File: src/design/wcsp_params.svh
// constants for the window crop, scale and place stage
// assumes one 25 MHz clock and 12-bit pixel coordinates
`ifndef WCSP_PARAMS_SVH
`define WCSP_PARAMS_SVH

// ----------------------------------------------------------------
// widths and counts
// ----------------------------------------------------------------
`define WCSP_NUM_INPUTS 4
`define WCSP_ID_W       2
`define WCSP_COORD_W    12
`define WCSP_DST_W      13
`define WCSP_POS_W      14
`define WCSP_PIX_W      24

// ----------------------------------------------------------------
// reset values of every source and destination window
// ----------------------------------------------------------------
`define WCSP_SRC_LEFT_RST   12'h000
`define WCSP_SRC_TOP_RST    12'h000
`define WCSP_SRC_WIDTH_RST  12'h280
`define WCSP_SRC_HEIGHT_RST 12'h1E0
`define WCSP_DST_LEFT_RST   13'h0000
`define WCSP_DST_TOP_RST    13'h0000
`define WCSP_DST_WIDTH_RST  12'h280
`define WCSP_DST_HEIGHT_RST 12'h1E0

`endif

File: src/design/wcsp_pkg.sv
// types shared by the window crop, scale and place stage
// assumes wcsp_params.svh sits beside it
`include "wcsp_params.svh"

package wcsp_pkg;

  // ----------------------------------------------------------------
  // carriers
  // ----------------------------------------------------------------
  typedef struct packed {
    logic [`WCSP_PIX_W-1:0] data;
    logic                   sof;
    logic                   eol;
    logic [`WCSP_ID_W-1:0]  id;
  } wcsp_pix_t;

  typedef struct packed {
    logic [`WCSP_COORD_W-1:0] left;
    logic [`WCSP_COORD_W-1:0] top;
    logic [`WCSP_COORD_W-1:0] width;
    logic [`WCSP_COORD_W-1:0] height;
  } wcsp_src_rect_t;

  typedef struct packed {
    logic signed [`WCSP_DST_W-1:0] left;
    logic signed [`WCSP_DST_W-1:0] top;
    logic [`WCSP_COORD_W-1:0]      width;
    logic [`WCSP_COORD_W-1:0]      height;
  } wcsp_dst_rect_t;

  typedef struct packed {
    logic [`WCSP_COORD_W-1:0] x;
    logic [`WCSP_COORD_W-1:0] y;
    logic [`WCSP_PIX_W-1:0]   data;
  } wcsp_out_t;

  typedef enum logic [1:0] {
    WCSP_TAKE = 2'b00,
    WCSP_VCNT = 2'b01,
    WCSP_EMIT = 2'b10
  } wcsp_state_t;

endpackage

File: src/design/wcsp_top.sv
// window crop, scale and place stage: input pixel stream in, screen writes out
// assumes same-clock stream and settings ports; output feeds a frame store
`timescale 1ns/1ps
`default_nettype none
`include "wcsp_params.svh"

module wcsp_top (
  input  wire logic                     REF_CLK,
  input  wire logic                     SRST,
  input  wire logic [`WCSP_ID_W-1:0]    SEL_INPUT,
  input  wire logic                     SET_SOURCE_WINDOW,
  input  wire wcsp_pkg::wcsp_src_rect_t SRC_WIN_IN,
  input  wire logic                     SET_DESTINATION_WINDOW,
  input  wire wcsp_pkg::wcsp_dst_rect_t DST_WIN_IN,
  input  wire logic [`WCSP_COORD_W-1:0] SCREEN_W,
  input  wire logic [`WCSP_COORD_W-1:0] SCREEN_H,
  input  wire logic                     IN_VALID,
  input  wire wcsp_pkg::wcsp_pix_t      IN_PIX,
  output logic                          IN_READY,
  output logic                          OUT_VALID,
  output wcsp_pkg::wcsp_out_t           OUT_PIX,
  input  wire logic                     OUT_READY
);
  import wcsp_pkg::*;

  // ----------------------------------------------------------------
  // per-input window tables
  // ----------------------------------------------------------------
  wcsp_src_rect_t src_tab_q [`WCSP_NUM_INPUTS];
  wcsp_src_rect_t src_tab_d [`WCSP_NUM_INPUTS];
  wcsp_dst_rect_t dst_tab_q [`WCSP_NUM_INPUTS];
  wcsp_dst_rect_t dst_tab_d [`WCSP_NUM_INPUTS];

  // a setting only lands in the selected input's slot
  always_comb begin
    for (int i = 0; i < `WCSP_NUM_INPUTS; i++) begin
      src_tab_d[i] = src_tab_q[i];
      dst_tab_d[i] = dst_tab_q[i];
      if (SET_SOURCE_WINDOW && SEL_INPUT == i[`WCSP_ID_W-1:0]) begin
        src_tab_d[i] = SRC_WIN_IN;
      end
      if (SET_DESTINATION_WINDOW && SEL_INPUT == i[`WCSP_ID_W-1:0]) begin
        dst_tab_d[i] = DST_WIN_IN;
      end
    end
  end

  always_ff @(posedge REF_CLK) begin
    for (int i = 0; i < `WCSP_NUM_INPUTS; i++) begin
      if (SRST) begin
        src_tab_q[i] <= '{`WCSP_SRC_LEFT_RST, `WCSP_SRC_TOP_RST, `WCSP_SRC_WIDTH_RST, `WCSP_SRC_HEIGHT_RST};
        dst_tab_q[i] <= '{`WCSP_DST_LEFT_RST, `WCSP_DST_TOP_RST, `WCSP_DST_WIDTH_RST, `WCSP_DST_HEIGHT_RST};
      end else begin
        src_tab_q[i] <= src_tab_d[i];
        dst_tab_q[i] <= dst_tab_d[i];
      end
    end
  end

  // ----------------------------------------------------------------
  // crop and scale engine
  // ----------------------------------------------------------------
  wcsp_state_t               state_q, state_d;
  wcsp_src_rect_t            fsrc_q, fsrc_d;
  wcsp_dst_rect_t            fdst_q, fdst_d;
  logic [`WCSP_COORD_W-1:0]  sx_q, sx_d, sy_q, sy_d;
  logic [`WCSP_PIX_W-1:0]    pix_q, pix_d;
  logic [`WCSP_DST_W-1:0]    hacc_q, hacc_d, vacc_q, vacc_d;
  logic [`WCSP_DST_W-1:0]    vwork_q, vwork_d, rows_q, rows_d, r_q, r_d;
  logic signed [`WCSP_POS_W-1:0] dx_q, dx_d, dy_q, dy_d, y0_q, y0_d;
  logic                      rdy_q, rdy_d;
  logic                      push;
  wcsp_out_t                 push_pix;
  logic                      fifo_full;

  // locals of the engine
  wcsp_src_rect_t            fs;
  wcsp_dst_rect_t            fd;
  logic [`WCSP_COORD_W-1:0]  cur_x, cur_y;
  logic                      in_win, take;
  logic signed [`WCSP_POS_W-1:0] oy;
  logic                      vis;

  // one source pixel spawns a block of screen pixels; the input stalls meanwhile
  always_comb begin
    state_d = state_q;
    fsrc_d  = fsrc_q;
    fdst_d  = fdst_q;
    sx_d    = sx_q;
    sy_d    = sy_q;
    pix_d   = pix_q;
    hacc_d  = hacc_q;
    vacc_d  = vacc_q;
    vwork_d = vwork_q;
    rows_d  = rows_q;
    r_d     = r_q;
    dx_d    = dx_q;
    dy_d    = dy_q;
    y0_d    = y0_q;
    push    = 1'b0;
    fs      = IN_PIX.sof ? src_tab_q[IN_PIX.id] : fsrc_q;
    fd      = IN_PIX.sof ? dst_tab_q[IN_PIX.id] : fdst_q;
    cur_x   = IN_PIX.sof ? '0 : sx_q;
    cur_y   = IN_PIX.sof ? '0 : sy_q;
    // inclusive bottom-right is left+width-1 and top+height-1
    in_win  = (cur_x >= fs.left) && ((cur_x - fs.left) < fs.width) &&
              (cur_y >= fs.top) && ((cur_y - fs.top) < fs.height) &&
              (fd.width != '0) && (fd.height != '0);
    take    = (state_q == WCSP_TAKE) && rdy_q && IN_VALID;
    oy      = y0_q + $signed({1'b0, r_q});
    vis     = (dx_q >= 0) && (dx_q < $signed({2'b00, SCREEN_W})) &&
              (oy >= 0) && (oy < $signed({2'b00, SCREEN_H}));
    push_pix = '{dx_q[`WCSP_COORD_W-1:0], oy[`WCSP_COORD_W-1:0], pix_q};
    unique case (state_q)
      WCSP_TAKE: begin
        if (take) begin
          if (IN_PIX.sof) begin
            fsrc_d = fs; // window frozen for the whole frame
            fdst_d = fd;
          end
          sx_d = IN_PIX.eol ? '0 : cur_x + 1'b1;
          sy_d = IN_PIX.eol ? cur_y + 1'b1 : cur_y;
          if (in_win) begin
            pix_d = IN_PIX.data;
            if (cur_x == fs.left) begin
              // first pixel of a used row: work out its screen row count
              hacc_d  = {1'b0, fd.width};
              dx_d    = {fd.left[`WCSP_DST_W-1], fd.left};
              vwork_d = ((cur_y == fs.top) ? '0 : vacc_q) + {1'b0, fd.height};
              if (cur_y == fs.top) begin
                dy_d = {fd.top[`WCSP_DST_W-1], fd.top};
              end
              rows_d  = '0;
              state_d = WCSP_VCNT;
            end else begin
              hacc_d  = hacc_q + {1'b0, fd.width};
              state_d = WCSP_EMIT;
            end
            r_d = '0;
          end
        end
      end
      WCSP_VCNT: begin
        // repeated subtraction instead of a divider; costs one cycle per row
        if (vwork_q >= {1'b0, fsrc_q.height}) begin
          vwork_d = vwork_q - {1'b0, fsrc_q.height};
          rows_d  = rows_q + 1'b1;
        end else begin
          vacc_d  = vwork_q;
          y0_d    = dy_q;
          dy_d    = dy_q + $signed({1'b0, rows_q});
          state_d = WCSP_EMIT;
        end
      end
      WCSP_EMIT: begin
        if (hacc_q < {1'b0, fsrc_q.width}) begin
          state_d = WCSP_TAKE;
        end else if (r_q < rows_q) begin
          // unit factors give exactly one write per on-screen pixel; off-screen ones give none
          if (!vis) begin
            r_d = r_q + 1'b1;
          end else if (!fifo_full) begin
            push = 1'b1;
            r_d  = r_q + 1'b1;
          end
        end else begin
          r_d    = '0;
          hacc_d = hacc_q - {1'b0, fsrc_q.width};
          dx_d   = dx_q + 14'sh0001; // a one-bit signed literal would step left
        end
      end
      default: state_d = WCSP_TAKE;
    endcase
    // registered so IN_READY is a flop
    rdy_d = (state_d == WCSP_TAKE) && !(take && in_win);
  end

  always_ff @(posedge REF_CLK) begin
    if (SRST) begin
      state_q <= WCSP_TAKE;
      fsrc_q  <= '0;
      fdst_q  <= '0;
      sx_q    <= '0;
      sy_q    <= '0;
      pix_q   <= '0;
      hacc_q  <= '0;
      vacc_q  <= '0;
      vwork_q <= '0;
      rows_q  <= '0;
      r_q     <= '0;
      dx_q    <= '0;
      dy_q    <= '0;
      y0_q    <= '0;
      rdy_q   <= 1'b0;
    end else begin
      state_q <= state_d;
      fsrc_q  <= fsrc_d;
      fdst_q  <= fdst_d;
      sx_q    <= sx_d;
      sy_q    <= sy_d;
      pix_q   <= pix_d;
      hacc_q  <= hacc_d;
      vacc_q  <= vacc_d;
      vwork_q <= vwork_d;
      rows_q  <= rows_d;
      r_q     <= r_d;
      dx_q    <= dx_d;
      dy_q    <= dy_d;
      y0_q    <= y0_d;
      rdy_q   <= rdy_d;
    end
  end

  assign IN_READY = rdy_q;

  // ----------------------------------------------------------------
  // two-entry output buffer: head drives the port, tail absorbs a stall
  // ----------------------------------------------------------------
  logic      head_v_q, head_v_d, tail_v_q, tail_v_d;
  wcsp_out_t head_q, head_d, tail_q, tail_d;
  logic      pop;

  assign fifo_full = tail_v_q;

  // push only when tail is free, so no word is ever dropped
  always_comb begin
    head_v_d = head_v_q;
    head_d   = head_q;
    tail_v_d = tail_v_q;
    tail_d   = tail_q;
    pop      = head_v_q && OUT_READY;
    if (pop) begin
      if (tail_v_q) begin
        head_d   = tail_q;
        tail_v_d = 1'b0;
      end else begin
        head_v_d = push;
        head_d   = push_pix;
      end
    end else if (push) begin
      if (!head_v_q) begin
        head_v_d = 1'b1;
        head_d   = push_pix;
      end else begin
        tail_v_d = 1'b1;
        tail_d   = push_pix;
      end
    end
  end

  always_ff @(posedge REF_CLK) begin
    if (SRST) begin
      head_v_q <= 1'b0;
      tail_v_q <= 1'b0;
      head_q   <= '0;
      tail_q   <= '0;
    end else begin
      head_v_q <= head_v_d;
      tail_v_q <= tail_v_d;
      head_q   <= head_d;
      tail_q   <= tail_d;
    end
  end

  assign OUT_VALID = head_v_q;
  assign OUT_PIX   = head_q;

endmodule
`default_nettype wire

File: config.mk
export PLATFORM = sky130hd
export DESIGN_NAME = wcsp_top
export DESIGN_NICKNAME = d
export VERILOG_FILES = /design/src/design/wcsp_pkg.sv /design/src/design/wcsp_top.sv
export VERILOG_INCLUDE_DIRS = /design/src /design/src/design
export SDC_FILE = /design/constraint.sdc
export NUM_CORES = 2
export LEC_CHECK = 0
export BUFFER_PORTS_ARGS = -buffer_cell sky130_fd_sc_hd__buf_2
export CAP_MARGIN = 20
export CORE_MARGIN = 4
export CORE_UTILIZATION = 56
export DETAILED_ROUTE_END_ITERATION = 7
export PLACE_DENSITY_LB_ADDON = 0.05
export SYNTH_ARGS = -nofsm -noshare
export SYNTH_HDL_FRONTEND = slang
export SYNTH_SLANG_ARGS = --single-unit
File: constraint.sdc
create_clock -name REF_CLK -period 6.9 [get_ports REF_CLK]
set_clock_uncertainty 0.1 [all_clocks]
set_input_delay 1.725 -clock REF_CLK [delete_from_list [all_inputs] [get_ports REF_CLK]]
set_output_delay 1.725 -clock REF_CLK [all_outputs]
set_load 0.02 [all_outputs]
==> results.sh <==
export IMPL_status="finished, final reports clean"
export IMPL_worstPathMaxFanout=23
export IMPL_syn_area_mm2=0.0386
export IMPL_maximum_number_of_pins_on_one_net_before_global_route_repair=94
export IMPL_remaining_drc_errors=0
export IMPL_syn_instance_count=3646
export IMPL_postCtsSetupRepairBufs=0
export IMPL_synth_seq_cells=746
export IMPL_initial_core_util=0.570
export IMPL_category_of_the_worst_setup_path_capture_point="register"
export IMPL_ctsResizeCount=0
export IMPL_yosys_cell_types_count=94
export IMPL_async_reset_ff_frac=0
export IMPL_clock_pin_slew_on_the_worst_setup_and_hold_paths_ns=0.06
export IMPL_vias_per_cell=5.92
export IMPL_postRouteAntennaNets=0
export IMPL_dieWidth_um=271
export IMPL_gr_usage_met1=0.378
export IMPL_cts_sinks=746
export IMPL_place_port_buffers=207
export IMPL_synthesis_yosys_warnings=0
export IMPL_reg2regPathDepth=21
export IMPL_drt_initial_drc_count=2116
export IMPL_floorplan_rows=95
export IMPL_max_clock_path_buffers=3
export IMPL_layout_cells_most_common="sky130_fd_sc_hd__edfxtp_1"
export IMPL_synth_edff_count=392
export IMPL_hold_path_end="fdst_q[25]"
export IMPL_timing_final_setup_violations=0
export IMPL_ctsHtreeMaxLevel=3
export IMPL_timing_hold_worst_start="fdst_q[25]"
export IMPL_hold_path_depth=2
export IMPL_final_cells=4734
export IMPL_worst_hold_class="register to register"
export IMPL_grt_pass1_wl_mm=156
export IMPL_core_ar_mm2=0.0678
export IMPL_rsz0062_at_grt="false"
export IMPL_i_o_pins=208
export IMPL_post_layout_total_power_w=0.0105
export IMPL_postSynthAreaPerCell_um2=10.6
export IMPL_cts_made_buffers=83
export IMPL_finalCriticalPeriod_ns=6.42
export IMPL_grt_use_total=0.265
export IMPL_avgRoutedWirePerCell_um=20.9
export IMPL_numPlacedInstances=4576
export IMPL_report_final_hold_viol_count=0
export IMPL_syn_num_nets=3972
export IMPL_hpwlAfterDp_mm=68.1
export IMPL_worst_endpoint_arrival_ns=6.86
export IMPL_worst_setup_path_type="input pin to register"
export IMPL_power_per_cell_area_mw_per_mm2=242
export IMPL_via_count_of_the_first_global_routing_pass=27941
export IMPL_drt_pre_antenna_iters=6
export IMPL_detailed_place_area_mm2=0.0405
export IMPL_drt_total_wl_mm=99.0
export IMPL_final_max_slew_viol_count=0
export IMPL_timing_fmax_ghz=0.156
export IMPL_yosys_most_used_dff="sky130_fd_sc_hd__edfxtp_1"
export IMPL_grt_busiest_layer="met2"
export IMPL_sequential_cell_area_fraction_in_the_yosys_report=0.489
export IMPL_headroom_to_the_max_slew_limit=0.273
export IMPL_ff2ff_setup_slack_ns=1.33
export IMPL_grt_met3_usage=0.0386
export IMPL_dieHeight_um=271
export IMPL_mostFrequentLayoutCells="392 x sky130_fd_sc_hd__edfxtp_1, 354 x sky130_fd_sc_hd__dfxtp_1, 348 x sky130_fd_sc_hd__and2_1, 342 x sky130_fd_sc_hd__nand2_1, 267 x sky130_fd_sc_hd__a21oi_1"
export IMPL_reg2reg_from="src_tab_q[3][25]"
export IMPL_layout_drive_gt1_share=0.147
export IMPL_drv_max_cap_violation_count=0
export IMPL_worstSetupStartpointType="input pin"
export IMPL_ctsRootBufferMaster="sky130_fd_sc_hd__clkbuf_16"
export IMPL_routed_via_count=28018
export IMPL_antenna_violations_before_repair=4
export IMPL_hold_ws_ns=0.350
export IMPL_post_layout_nets=4115
export IMPL_globalRoute_totalOverflow=0
export IMPL_postCtsHoldBufs=0
export IMPL_fp_dieArea_mm2=0.0732
export IMPL_worst_pin_slew_ns=1.09
export IMPL_gr_usage_met2=0.437
export IMPL_critical_path_reg2reg_endpoint="r_q[12]"
export IMPL_peak_supply_drop_mv=0.269
export IMPL_crit_path_start="IN_PIX[0]"
export IMPL_source_to_sink_clock_delay_at_the_later_pin_of_the_worst_skew_pair_ns=0.63
export IMPL_gp_congestion=0.881
export IMPL_layout_cell_area_non_filler_mm2=0.0432
export IMPL_area_delta_synth_final_pct=12.0
export IMPL_static_leakage_power_nw=17.2
export IMPL_tritoncts_clock_tree="done"
export IMPL_layout_worst_path_cycle_share=0.931
export IMPL_critical_path_required_ns=7.34
synth_stat cells, drive strengths merged (81+ instances only):
cell,number,area (µm²)
dfxtp,354,7090
mux2i,244,2440
ha,160,2000
and2,351,2200
mux4,81,1820
nor2,273,1040
a21oi,267,1340
nand2,354,1330
clkbuf,145,546
inv,107,402
o21ai,104,528
edfxtp,392,11800
a211oi,85,658
area by class of cell:
class / count / area [µm²]
antenna: 3 / 7.51
multi-input combinational: 2582 / 18500
clock buffer: 118 / 2320
clock inverter: 36 / 389
tap: 873 / 1090
timing repair buffer: 269 / 1680
fill: 5454 / 24500
inverter: 107 / 402
sequential: 746 / 18900
through the flow:
step / utilization / worst slack [ns] / setup TNS [ns]
6_report: 0.638 / 0.476 / 0
5_1_grt: 0.638 / 0.185 / 0
4_1_cts: 0.638 / 0.582 / 0
3_5_place_dp: 0.598 / -0.0548 / -0.0647
3_3_place_gp: 0.597 / 0.0302 / 0
2_1_floorplan: - / 0.00163 / 0
worst max-delay path, cell delays in order:
cell	delay (ns)
sky130_fd_sc_hd__buf_6	0.10
sky130_fd_sc_hd__mux4_2	0.56
sky130_fd_sc_hd__mux2i_4	0.18
sky130_fd_sc_hd__ha_1	0.27
sky130_fd_sc_hd__nor2b_1	0.13
sky130_fd_sc_hd__o21ai_0	0.19
sky130_fd_sc_hd__a21boi_0	0.20
sky130_fd_sc_hd__o21a_1	0.24
sky130_fd_sc_hd__o21ai_0	0.22
sky130_fd_sc_hd__nand2b_1	0.11
sky130_fd_sc_hd__a211o_1	0.27
sky130_fd_sc_hd__a21oi_1	0.17
sky130_fd_sc_hd__xnor2_1	0.23
sky130_fd_sc_hd__ha_1	0.34
sky130_fd_sc_hd__a211oi_1	0.27
sky130_fd_sc_hd__nand4_1	0.17
sky130_fd_sc_hd__nor2_2	0.15
sky130_fd_sc_hd__o2111ai_4	0.21
sky130_fd_sc_hd__nor2_8	0.23
sky130_fd_sc_hd__o2bb2ai_4	0.19
sky130_fd_sc_hd__or4_1	0.53
sky130_fd_sc_hd__a21oi_1	0.19
power breakdown:
group	internal [W]	leakage (nW)	switching, W
Sequential	0.00487	6.71	0.0000590
Combinational	0.000417	9.19	0.000665
Clock	0.00262	1.32	0.00182
per-layer routing:
layer | wire length [µm] | part of all wire
met1 | 45200 | 0.46
met2 | 46800 | 0.47
met3 | 5190 | 0.052
met4 | 1780 | 0.018
met5 | 13 | 0.00013
kinds of logic after synthesis:
| logic type | count (synthesis) | synth area share |
|---|---|---|
| buffers and inverters | 318 | 0.0353 |
| adders and majority gates | 168 | 0.0560 |
| AOI/OAI and AO/OA | 644 | 0.106 |
| and+or+nand+nor | 1323 | 0.174 |
| muxes | 359 | 0.120 |
| DFF | 746 | 0.489 |
| xor gates and xnor gates | 88 | 0.0200 |
flip-flops by register name (all words and copies together), names as in the netlist:
name and count:
IN_READY 1, OUT_PIX 48, OUT_VALID 1, dst_tab_q 200
dx_q 14, dy_q 14, fdst_q 50, fifo_full 1
fsrc_q 48, hacc_q 13, pix_q 24, r_q 13
rows_q 13, src_tab_q 192, state_q 2, sx_q 12
sy_q 12, tail_q 48, vacc_q 13, vwork_q 13
y0_q 14
how the worst max path moves through the flow:
stage	endpoint	cells after the start
2_1_floorplan	r_q[11]	28
3_3_place_gp	r_q[12]	22
3_5_place_dp	r_q[12]	22
4_1_cts	r_q[12]	22
5_1_grt	rows_q[4]	23
6_report	r_q[12]	22
Power figures use the tool's default switching activity.
